### src/verilog/bsc_map.vh
`ifndef BSC_MAP_VH
`define BSC_MAP_VH
// System clock rate in Hz
`define BSC_CLK_HZ        40000000
// Gate chopping rate in Hz
`define BSC_PWM_HZ        16000
// Cycles per chopping period, rounded down
`define BSC_PWM_PERIOD    (`BSC_CLK_HZ / `BSC_PWM_HZ)
// Last count of a chopping period, period minus one
`define BSC_PWM_LAST      12'h9c3
// Width of the chopping counter and duty input
`define BSC_PWM_W         12
// Reset value of the duty word
`define BSC_DUTY_RST      12'h000
// Sector codes, one per 60 degree step
`define BSC_SEC_0         3'h0
`define BSC_SEC_1         3'h1
`define BSC_SEC_2         3'h2
`define BSC_SEC_3         3'h3
`define BSC_SEC_4         3'h4
`define BSC_SEC_5         3'h5
// Gate vector bit positions
`define BSC_AH            0
`define BSC_AL            1
`define BSC_BH            2
`define BSC_BL            3
`define BSC_CH            4
`define BSC_CL            5
`endif

### src/verilog/bsc_commutator.v
`timescale 1ns/1ps
`include "bsc_map.vh"

module bsc_commutator (
  // Clock and reset
  input  wire        clk_sys,
  input  wire        sys_rst,
  // Drive inhibit pin, asynchronous
  input  wire        drive_inhibit,
  // Axis 1 rotor position tracks, asynchronous
  input  wire [2:0]  axis1_position,
  // Axis 2 rotor position tracks, asynchronous
  input  wire [2:0]  axis2_position,
  // Duty words, same clock domain
  input  wire [11:0] axis1_duty,
  input  wire [11:0] axis2_duty,
  // Axis 1 gates
  output wire        axis1_phasea_upper_gate,
  output wire        axis1_phasea_lower_gate,
  output wire        axis1_phaseb_upper_gate,
  output wire        axis1_phaseb_lower_gate,
  output wire        axis1_phasec_upper_gate,
  output wire        axis1_phasec_lower_gate,
  // Axis 2 gates
  output wire        axis2_phasea_upper_gate,
  output wire        axis2_phasea_lower_gate,
  output wire        axis2_phaseb_upper_gate,
  output wire        axis2_phaseb_lower_gate,
  output wire        axis2_phasec_upper_gate,
  output wire        axis2_phasec_lower_gate,
  // Active sector per axis, for monitoring
  output wire [2:0]  axis1_sector,
  output wire [2:0]  axis2_sector
);

  // Last count of a chopping period
  localparam [11:0] PWM_LAST = `BSC_PWM_LAST;

  // Reset synchroniser: asserts at once, releases on a clock edge,
  // so no flop sees the release inside its recovery window
  reg rst_meta;
  reg rst_sync;
  always @(posedge clk_sys or posedge sys_rst) begin
    if (sys_rst) begin
      rst_meta <= 1'b1;
      rst_sync <= 1'b1;
    end else begin
      rst_meta <= 1'b0;
      rst_sync <= rst_meta;
    end
  end

  // Inhibit synchroniser; first stage feeds only the second
  reg inh_meta;
  reg inh_sync;
  always @(posedge clk_sys or posedge rst_sync) begin
    if (rst_sync) begin
      inh_meta <= 1'b1;
      inh_sync <= 1'b1;
    end else begin
      inh_meta <= drive_inhibit;
      inh_sync <= inh_meta;
    end
  end

  // Shared chopping counter, 2500 cycles gives 16 kHz
  reg  [11:0] pwm_cnt;
  wire        pwm_wrap = (pwm_cnt == PWM_LAST);
  always @(posedge clk_sys or posedge rst_sync) begin
    if (rst_sync) begin
      pwm_cnt <= 12'h000;
    end else if (pwm_wrap) begin
      pwm_cnt <= 12'h000;
    end else begin
      pwm_cnt <= pwm_cnt + 12'h001;
    end
  end

  // Per-axis inputs and results packed for the generate loop
  wire [5:0]  pos_flat  = {axis2_position, axis1_position};
  wire [23:0] duty_flat = {axis2_duty, axis1_duty};
  wire [11:0] gate_flat;
  wire [5:0]  sec_flat;

  // One identical commutator per axis
  genvar ax;
  generate
    for (ax = 0; ax < 2; ax = ax + 1) begin : g_axis
      reg  [2:0]  pos_meta;
      reg  [2:0]  pos_sync;
      reg  [2:0]  pos_prev;
      reg  [2:0]  sector;
      reg  [11:0] duty;
      reg  [5:0]  gates;
      reg  [5:0]  next_gates;
      reg  [5:0]  pattern;
      wire        chop_on = (pwm_cnt < duty);
      wire        pos_steady = (pos_sync == pos_prev);

      // Position synchroniser and one more sample; several code bits may
      // move at once, so a code counts only when two samples agree
      always @(posedge clk_sys or posedge rst_sync) begin
        if (rst_sync) begin
          pos_meta <= 3'h0;
          pos_sync <= 3'h0;
          pos_prev <= 3'h0;
        end else begin
          pos_meta <= pos_flat[ax*3 +: 3];
          pos_sync <= pos_meta;
          pos_prev <= pos_sync;
        end
      end

      // Sector and duty move only at a chopping period boundary,
      // so a position glitch cannot cut a pulse short
      always @(posedge clk_sys or posedge rst_sync) begin
        if (rst_sync) begin
          sector <= `BSC_SEC_0;
          duty   <= `BSC_DUTY_RST;
        end else if (pwm_wrap) begin
          duty <= duty_flat[ax*12 +: 12];
          if (pos_steady && (pos_sync <= `BSC_SEC_5)) begin
            sector <= pos_sync;
          end
        end
      end

      // Commutation table; invalid codes 6 and 7 hold the old sector
      always @* begin
        pattern = 6'h00;
        case (sector)
          `BSC_SEC_0: begin
            pattern[`BSC_AL] = 1'b1;
            pattern[`BSC_BH] = 1'b1;
          end
          `BSC_SEC_1: begin
            pattern[`BSC_AL] = 1'b1;
            pattern[`BSC_CH] = 1'b1;
          end
          `BSC_SEC_2: begin
            pattern[`BSC_BL] = 1'b1;
            pattern[`BSC_CH] = 1'b1;
          end
          `BSC_SEC_3: begin
            pattern[`BSC_AH] = 1'b1;
            pattern[`BSC_BL] = 1'b1;
          end
          `BSC_SEC_4: begin
            pattern[`BSC_AH] = 1'b1;
            pattern[`BSC_CL] = 1'b1;
          end
          `BSC_SEC_5: begin
            pattern[`BSC_BH] = 1'b1;
            pattern[`BSC_CL] = 1'b1;
          end
          default: begin
            pattern = 6'h00;
          end
        endcase
      end

      // Chop, inhibit, and a final shoot-through guard per leg
      always @* begin
        next_gates = pattern & {6{chop_on & ~inh_sync}};
        if (next_gates[`BSC_AH] & next_gates[`BSC_AL]) begin
          next_gates[`BSC_AH] = 1'b0;
          next_gates[`BSC_AL] = 1'b0;
        end
        if (next_gates[`BSC_BH] & next_gates[`BSC_BL]) begin
          next_gates[`BSC_BH] = 1'b0;
          next_gates[`BSC_BL] = 1'b0;
        end
        if (next_gates[`BSC_CH] & next_gates[`BSC_CL]) begin
          next_gates[`BSC_CH] = 1'b0;
          next_gates[`BSC_CL] = 1'b0;
        end
      end

      // Registered gates keep the pins free of decode glitches
      always @(posedge clk_sys or posedge rst_sync) begin
        if (rst_sync) begin
          gates <= 6'h00;
        end else begin
          gates <= next_gates;
        end
      end

      // Hand this axis's gates and sector to the flat buses
      assign gate_flat[ax*6 +: 6] = gates;
      assign sec_flat[ax*3 +: 3]  = sector;
    end
  endgenerate

  // Axis 1 gate pins
  assign axis1_phasea_upper_gate = gate_flat[`BSC_AH];
  assign axis1_phasea_lower_gate = gate_flat[`BSC_AL];
  assign axis1_phaseb_upper_gate = gate_flat[`BSC_BH];
  assign axis1_phaseb_lower_gate = gate_flat[`BSC_BL];
  assign axis1_phasec_upper_gate = gate_flat[`BSC_CH];
  assign axis1_phasec_lower_gate = gate_flat[`BSC_CL];

  // Axis 2 gate pins
  assign axis2_phasea_upper_gate = gate_flat[6 + `BSC_AH];
  assign axis2_phasea_lower_gate = gate_flat[6 + `BSC_AL];
  assign axis2_phaseb_upper_gate = gate_flat[6 + `BSC_BH];
  assign axis2_phaseb_lower_gate = gate_flat[6 + `BSC_BL];
  assign axis2_phasec_upper_gate = gate_flat[6 + `BSC_CH];
  assign axis2_phasec_lower_gate = gate_flat[6 + `BSC_CL];

  // Sector monitors
  assign axis1_sector            = sec_flat[2:0];
  assign axis2_sector            = sec_flat[5:3];

endmodule // bsc_commutator

### config.mk
export PLATFORM = sky130hd
export DESIGN_NAME = bsc_commutator
export DESIGN_NICKNAME = d
export VERILOG_FILES = /design/src/verilog/bsc_commutator.v
export VERILOG_INCLUDE_DIRS = /design/src /design/src/verilog
export SDC_FILE = /design/constraint.sdc
export NUM_CORES = 1
export LEC_CHECK = 0
export ABC_AREA = 1
export BUFFER_PORTS_ARGS = -buffer_cell sky130_fd_sc_hd__buf_2
export CAP_MARGIN = 20
export CORE_MARGIN = 1.5
export CORE_UTILIZATION = 55
export DETAILED_ROUTE_END_ITERATION = 8
export GPL_ROUTABILITY_DRIVEN = 0
export GPL_TIMING_DRIVEN = 0
export MAX_ROUTING_LAYER = met4
export PLACE_DENSITY_LB_ADDON = 0.2
export SETUP_SLACK_MARGIN = 0.1
export SYNTH_ARGS = -nofsm -noshare
export SYNTH_HDL_FRONTEND = slang
export SYNTH_SLANG_ARGS = --single-unit
### constraint.sdc
create_clock -name clk_sys -period 2.99 [get_ports clk_sys]
set_input_delay 0.598 -clock clk_sys [delete_from_list [all_inputs] [get_ports clk_sys]]
set_output_delay 0.598 -clock clk_sys [all_outputs]
set_load 0.03 [all_outputs]
==> impl_metrics.json, run 1 <==
{
  "powerDensity_nw_per_um2": 457,
  "hpwlAfterDp_um": 4970,
  "final_core_utilization_pct": 64.8,
  "cp_top_family": "flip-flops",
  "grt_overflow": 0,
  "number_of_nets_still_failing_antenna_checks_after_routing": 0,
  "multi_input_comb_area_sq_um": 1330,
  "detailedPlace.worstSlack_ps": 1330,
  "run_status": "completed",
  "timing.final.ws_setup_ps": 1280,
  "cts_post_setup_buffers_inserted": 0,
  "max_cap_viol_count": 0,
  "final.period_utilization_pct": 57.3,
  "worst-setup-path-type": "reg -> reg",
  "cts_hold_repair.buffers": 0,
  "crit_path_end_kind": "register",
  "cp_num_buf_inv": 2,
  "arrival_ps": 1950,
  "post-layout-total-power_mw": 1.86,
  "synth.cell_area_sq_um": 3530,
  "dr_total_vias": 2747,
  "die_width_um": 83.1,
  "synth_fp_nets": 469,
  "first_iter_violations": 160,
  "power_switching_uw": 465,
  "worstPathCellList": "ha_1 > inv_1 > nor2_1 > nand2_2 > nor2_4 > buf_2 > o21ai_1",
  "max_slew.worst_pin.slew_ps": 881,
  "rrSetupSlack_ps": 1280,
  "clock_tree.buffer_depth": 2,
  "postSynthAreaPerCell_sq_um": 8.55,
  "timing.slew.headroom_pct": 41.3,
  "fmax_ghz": 0.583,
  "synth_warnings": 0,
  "cpPeakStageDelay_ps": 430,
  "grt_max_degree": 75,
  "drive_gt1_share_pct": 17.7,
  "floorplan.rows": 29,
  "required_ps": 3220,
  "drt_pass1_iterations": 4,
  "count_of_distinct_cell_types_in_the_synthesized_netlist": 27,
  "floorplan.die.height_um": 83.1,
  "p_clk_share_pct": 39.5,
  "hold_class": "in -> async",
  "detailed_place.area_sq_um": 3880,
  "rr_worst_depth": 7,
  "ys_seq_elements": 76,
  "syn2layout_area_growth_pct": 15.2,
  "finClkSkew_ps": 9.97,
  "leakage_nw": 2.30,
  "timing.final.crit_period_ps": 1710,
  "setup_viol": 0,
  "fin_worst_hold_slack_ps": 247,
  "critical_path.reg2reg.startpoint": "pwm_cnt[1]",
  "rsz0062_at_grt": "false",
  "post_drt_via_cell_ratio": 4.94,
  "power_frac_seq_pct": 56.8,
  "rr_endpoint": "g_axis[0].duty[8]",
  "cell_internal_pwr_mw": 1.39,
  "switching_share_pct": 25.0,
  "placedCellCount": 540,
  "final_instance_area_sq_um": 4070,
  "cts-root-buf": "sky130_fd_sc_hd__clkbuf_8",
  "die_outline_area_sq_um": 6910,
  "initial_core_util_pct": 56.2,
  "cts_buffers": 9,
  "fillerInstances": 540,
  "ios": 51,
  "synth_cells": 413,
  "antenna_found_initial": 0,
  "cell_type_of_the_slowest_stage_on_the_worst_timing_path": "sky130_fd_sc_hd__dfrtp_1",
  "report.final.slew_viol_count": 0,
  "fin_nets": 530,
  "floorplan.core_area_sq_um": 6280,
  "cts_tree": "done",
  "power.combinational.fraction_pct": 3.6,
  "grt_first_pass_wirelength_um": 11600,
  "groute.usage.overall_pct": 21.8,
  "n_antenna_cell": 0,
  "totalNegativeSetupSlack_ps": 0,
  "sequential_cell_area_sq_um": 1910,
  "clk_transition_reported_paths_ps": 90,
  "layoutNonFillerInstCount": 556,
  "detail_route.wirelength_um": 6700,
  "buffer_ports.inserted": 50,
  "timing.critical_path.fanout_max": 10,
  "critPathLaunchType": "register",
  "htreeDepth": 3,
  "grt_pass1_vias": 2632,
  "cts_resized": 0,
  "post-route-drc-count": 0,
  "cts_sinks": 76,
  "routedWlPerCell_um": 12.0,
  "finalHoldViolations": 0,
  "vdd_ir_drop_max_mv": 0.371,
  "synth_sequential_area_ratio_pct": 54.0,
  "clock_latency_ps": 350
}
-- power by group through the flow --
stage / Sequential [mW] / Combinational (mW) / Clock, mW
global route: 1.06 / 0.0767 / 0.787
detailed placement: 1.08 / 0.0689 / 0
floorplan: 1.08 / 0.0312 / 0
finish: 1.06 / 0.0671 / 0.734
global placement: 1.08 / 0.0668 / 0
CTS: 1.06 / 0.0692 / 0.758
-- logic make-up after synthesis --
| logic type | Yosys count | synth area share (%) |
|---|---|---|
| compound gates | 45 | 6.63 |
| fa+ha+maj | 23 | 8.15 |
| buf+inv | 74 | 8.43 |
| simple gates | 190 | 21.6 |
| xor+xnor | 3 | 0.744 |
| other cells | 1 | 0.106 |
| mux | 1 | 0.319 |
| flops | 76 | 54.0 |
-- area by class of cell --
type	count	share of cell area (%)
Sequential cell	76	46.9
Multi-Input combinational cell	263	32.6
Inverter	69	6.43
Timing Repair Buffer	50	6.15
Clock buffer	9	3.05
Tap cell	77	2.37
Clock inverter	7	1.57
Buffer	5	0.954
-- metal layers --
metal | vias to the layer above | share of wire [%] | GRT usage [%]
li1 | 1397 | - | -
met1 | 1268 | 45 | 27.0
met2 | 70 | 48 | 35.3
met3 | 12 | 4.9 | 5.17
met4 | 0 | 1.9 | 7.73
met5 | - | 0 | -
-- how the worst max path moves through the flow --
stage	cells after the start	startpoint	endpoint	slack, ps
global route	7	pwm_cnt[1]	axis1_sector[1]	1100
finish	7	pwm_cnt[1]	g_axis[0].duty[8]	1280
CTS	7	pwm_cnt[1]	g_axis[0].duty[8]	1310
global placement	1	rst_sync	g_axis[1].gates[0]	70
detailed placement	7	pwm_cnt[1]	g_axis[1].duty[1]	1330
floorplan	1	rst_sync	axis1_sector[0]	770
-- cells in the final DEF (no fill, tap or decap), drive strengths merged --
master	netlist	final
nor3	4	4
a21oi	10	10
xnor2	2	2
o21ai	32	32
conb	1	1
nand3	13	13
clkbuf	0	9
nand4	3	3
o21bai	1	1
inv	69	74
dfrtp	72	72
ha	23	23
xor2	1	1
clkinv	0	2
nand3b	1	1
mux2	1	1
o22a	1	1
nor2	40	40
dfstp	4	4
buf	5	55
o31ai	1	1
nand2	129	129
-- flip-flops by register name, summed over array words and instances, names as in the netlist, 3 cells and up --
signal and count:
axis1_sector 3, g_axis.gates 12, g_axis.duty 24, g_axis.pos_prev 6, g_axis.pos_sync 6, pwm_cnt 12, g_axis.pos_meta 6, axis2_sector 3
-- synthesized netlist by cell type --
| library cell | instances | area share (%) |
|---|---|---|
| sky130_fd_sc_hd__nand3b_1 | 1 | 0.21 |
| sky130_fd_sc_hd__nand4_1 | 3 | 0.53 |
| sky130_fd_sc_hd__a21oi_1 | 10 | 1.4 |
| sky130_fd_sc_hd__nor2_2 | 1 | 0.18 |
| sky130_fd_sc_hd__nor2_1 | 38 | 4.0 |
| sky130_fd_sc_hd__xnor2_1 | 2 | 0.50 |
| sky130_fd_sc_hd__dfstp_2 | 4 | 3.0 |
| sky130_fd_sc_hd__o21bai_1 | 1 | 0.21 |
| sky130_fd_sc_hd__nand2_1 | 126 | 13 |
| sky130_fd_sc_hd__nand3_1 | 13 | 1.8 |
| sky130_fd_sc_hd__o21ai_1 | 22 | 3.1 |
| sky130_fd_sc_hd__o22a_1 | 1 | 0.25 |
| sky130_fd_sc_hd__conb_1 | 1 | 0.11 |
| sky130_fd_sc_hd__inv_2 | 3 | 0.32 |
| sky130_fd_sc_hd__nor2_4 | 1 | 0.32 |
| sky130_fd_sc_hd__nor3_1 | 4 | 0.57 |
| sky130_fd_sc_hd__inv_1 | 66 | 7.0 |
| sky130_fd_sc_hd__buf_2 | 1 | 0.14 |
| sky130_fd_sc_hd__xor2_1 | 1 | 0.25 |
| sky130_fd_sc_hd__buf_4 | 3 | 0.64 |
| sky130_fd_sc_hd__ha_1 | 23 | 8.2 |
| sky130_fd_sc_hd__mux2_2 | 1 | 0.32 |
| sky130_fd_sc_hd__buf_6 | 1 | 0.32 |
| sky130_fd_sc_hd__nand2_2 | 3 | 0.53 |
| sky130_fd_sc_hd__dfrtp_1 | 72 | 51 |
| sky130_fd_sc_hd__o31ai_1 | 1 | 0.21 |
| sky130_fd_sc_hd__o21ai_0 | 10 | 1.4 |
-- worst reg2reg max path, delay by kind of cell (launching register included) --
family / cells / cell delay, ps
flops: 1 / 430
fa+ha+maj: 1 / 260
compound gates: 1 / 110
buf+inv: 2 / 380
simple gates: 3 / 420
Power figures use the tool's default switching activity.
==> run 2: changes to the inputs <==
- clock period: 2.99 -> 1.7 ns (I/O delays scaled with it)
==> run 2 against run 1 <==
Net effect: count of clock-buffer cells in the layout unchanged; die area unchanged; hold slack got worse by 160 ps; design area grew 7.0%; cell count up 2.3%; first-iteration DRC count shrank 26%; global-route usage increased by 1.6 points; total power is 100% higher; sequential power grew 75%; via count rose by 4.4%; critical path type unchanged; largest power group unchanged.
==> impl_metrics.json, run 2 (synthesis gave the netlist of run 1 again) <==
{
  "clock_tree.buffer_depth": 2,
  "timing.critical_path.fanout_max": 10,
  "final_cell_mix": "sky130_fd_sc_hd__nand2_1 (124), sky130_fd_sc_hd__inv_1 (65), sky130_fd_sc_hd__dfrtp_1 (65)",
  "post_drt_via_cell_ratio": 5.04,
  "number_of_nets_still_failing_antenna_checks_after_routing": 0,
  "finClkSkew_ps": 7.49,
  "groute.usage.overall_pct": 23.4,
  "fin_nets": 544,
  "grt_first_pass_wirelength_um": 12300,
  "floorplan.die.height_um": 83.1,
  "cpPeakStageDelay_ps": 410,
  "max_cap_viol_count": 0,
  "biggestRegsByFlops": "g_axis.duty: 24 flops, g_axis.gates: 12 flops, pwm_cnt: 12 flops",
  "first_iter_violations": 119,
  "finalHoldViolations": 0,
  "powerDensity_nw_per_um2": 866,
  "clock_latency_ps": 350,
  "rsz0062_at_grt": "false",
  "drt_pass1_iterations": 4,
  "cts_sinks": 76,
  "worst-setup-path-type": "reg -> reg",
  "n_antenna_cell": 0,
  "cp_top_family": "simple AND/OR/NAND/NOR gates",
  "buffer_ports.inserted": 50,
  "multi_input_comb_area_sq_um": 1370,
  "fmax_ghz": 0.643,
  "largest_reg_flops": 24,
  "grt_overflow": 0,
  "dr_total_vias": 2868,
  "arrival_ps": 1830,
  "clk_transition_reported_paths_ps": 80,
  "cell_type_of_the_slowest_stage_on_the_worst_timing_path": "sky130_fd_sc_hd__dfrtp_1",
  "sequential_cell_area_sq_um": 1920,
  "cts_tree": "done",
  "post-route-drc-count": 0,
  "wirelength_met1_um": 3310,
  "grt_pass1_vias": 2787,
  "htreeDepth": 3,
  "initial_core_util_pct": 56.2,
  "detailedPlace.worstSlack_ps": 40.5,
  "floorplan.core_area_sq_um": 6280,
  "leakage_nw": 2.39,
  "vdd_ir_drop_max_mv": 0.859,
  "setup_viol": 0,
  "critPathLaunchType": "register",
  "required_ps": 1980,
  "hold_class": "in -> reg",
  "hpwlAfterDp_um": 5060,
  "highest-signal-layer": "met4",
  "routedWlPerCell_um": 12.8,
  "report.final.slew_viol_count": 0,
  "fillerInstances": 501,
  "run_status": "completed",
  "cts-root-buf": "sky130_fd_sc_hd__clkbuf_8",
  "met2WireLength_um": 3510,
  "registers.top_by_ff_count": "g_axis.duty",
  "floorplan.rows": 29,
  "die_width_um": 83.1,
  "detail_route.wirelength_um": 7310,
  "most_common_library_cell_in_the_layout_ignoring_fill_and_taps": "sky130_fd_sc_hd__nand2_1",
  "max_slew.worst_pin.slew_ps": 914,
  "dr_wl_met3_um": 278,
  "antenna_found_initial": 0,
  "cts_buffers": 9,
  "ios": 51,
  "drive_gt1_share_pct": 22.6,
  "grt_max_degree": 42,
  "worstPathCellList": "ha_4 > inv_1 > nor2_1 > nand2_2 > nor2_4 > buf_12 > buf_4 > nand2_1 > o21ai_1",
  "timing.slew.headroom_pct": 39.0,
  "crit_path_end_kind": "register",
  "cp_num_buf_inv": 3,
  "final.period_utilization_pct": 91.4,
  "totalNegativeSetupSlack_ps": 0,
  "timing.final.ws_setup_ps": 146,
  "die_outline_area_sq_um": 6910,
  "syn2layout_area_growth_pct": 23.3,
  "timing.final.crit_period_ps": 1550
}
-- run 2: per-stage QoR --
stage	utilization [%]	total power, mW	hold WS (ps)	cells	instance area [sq um]
after floorplan	-	1.96	252	413	3530
after global placement	61.8	2.01	332	540	3880
after CTS	66.9	3.80	75.6	559	4200
after global routing	69.3	3.90	75.2	569	4350
final	69.3	3.77	87.9	569	4350
after detailed placement	62.1	2.02	339	541	3900
-- run 2: where the power goes --
part	internal (mW)	leakage, nW	switching, mW
clock network	1.12	0.126	0.665
logic	0.0492	1.41	0.0782
registers	1.84	0.862	0.0167
-- run 2: worst paths after layout --
| kind | startpoint | to | slack, ps | depth (start not counted) |
|---|---|---|---|---|
| setup reg to reg | pwm_cnt[0] | g_axis[0].duty[11] | 150 | 9 |
| max in group asynchronous | rst_sync | g_axis[1].duty[11] | 630 | 2 |
| min in group asynchronous | rst_sync | g_axis[0].pos_meta[1] | 440 | 1 |
| setup / recovery | pwm_cnt[0] | g_axis[0].duty[11] | 150 | 9 |
| hold reg to reg | g_axis[0].pos_meta[0] | g_axis[0].pos_sync[0] | 360 | 0 |
| hold / removal | axis1_position[0] | g_axis[0].pos_meta[0] | 90 | 1 |
-- run 2: timing repair --
action                                 CTS  global route
cloned                                   0             1
gates resized for setup                  4            15
endpoints found under the hold margin    2             0
setup endpoints to repair               27            45
buffers inserted                         2             9
pin swaps                                1             3
hold buffers                             1             0
-- run 2: layer usage --
metal | GRT usage, % | up-vias
li1 | - | 1422
met1 | 28.5 | 1367
met2 | 38.3 | 62
met3 | 4.08 | 17
met4 | 11.1 | 0
met5 | - | -
-- run 2: final cells by class --
cell class	instances	share of cell area, %
clock buffer	9	2.85
timing repair buffer	64	9.28
clock inverter	6	3.13
sequential	76	44.0
buffer	5	1.12
inverter	69	6.04
tap	77	2.21
multi-input combinational	263	31.4
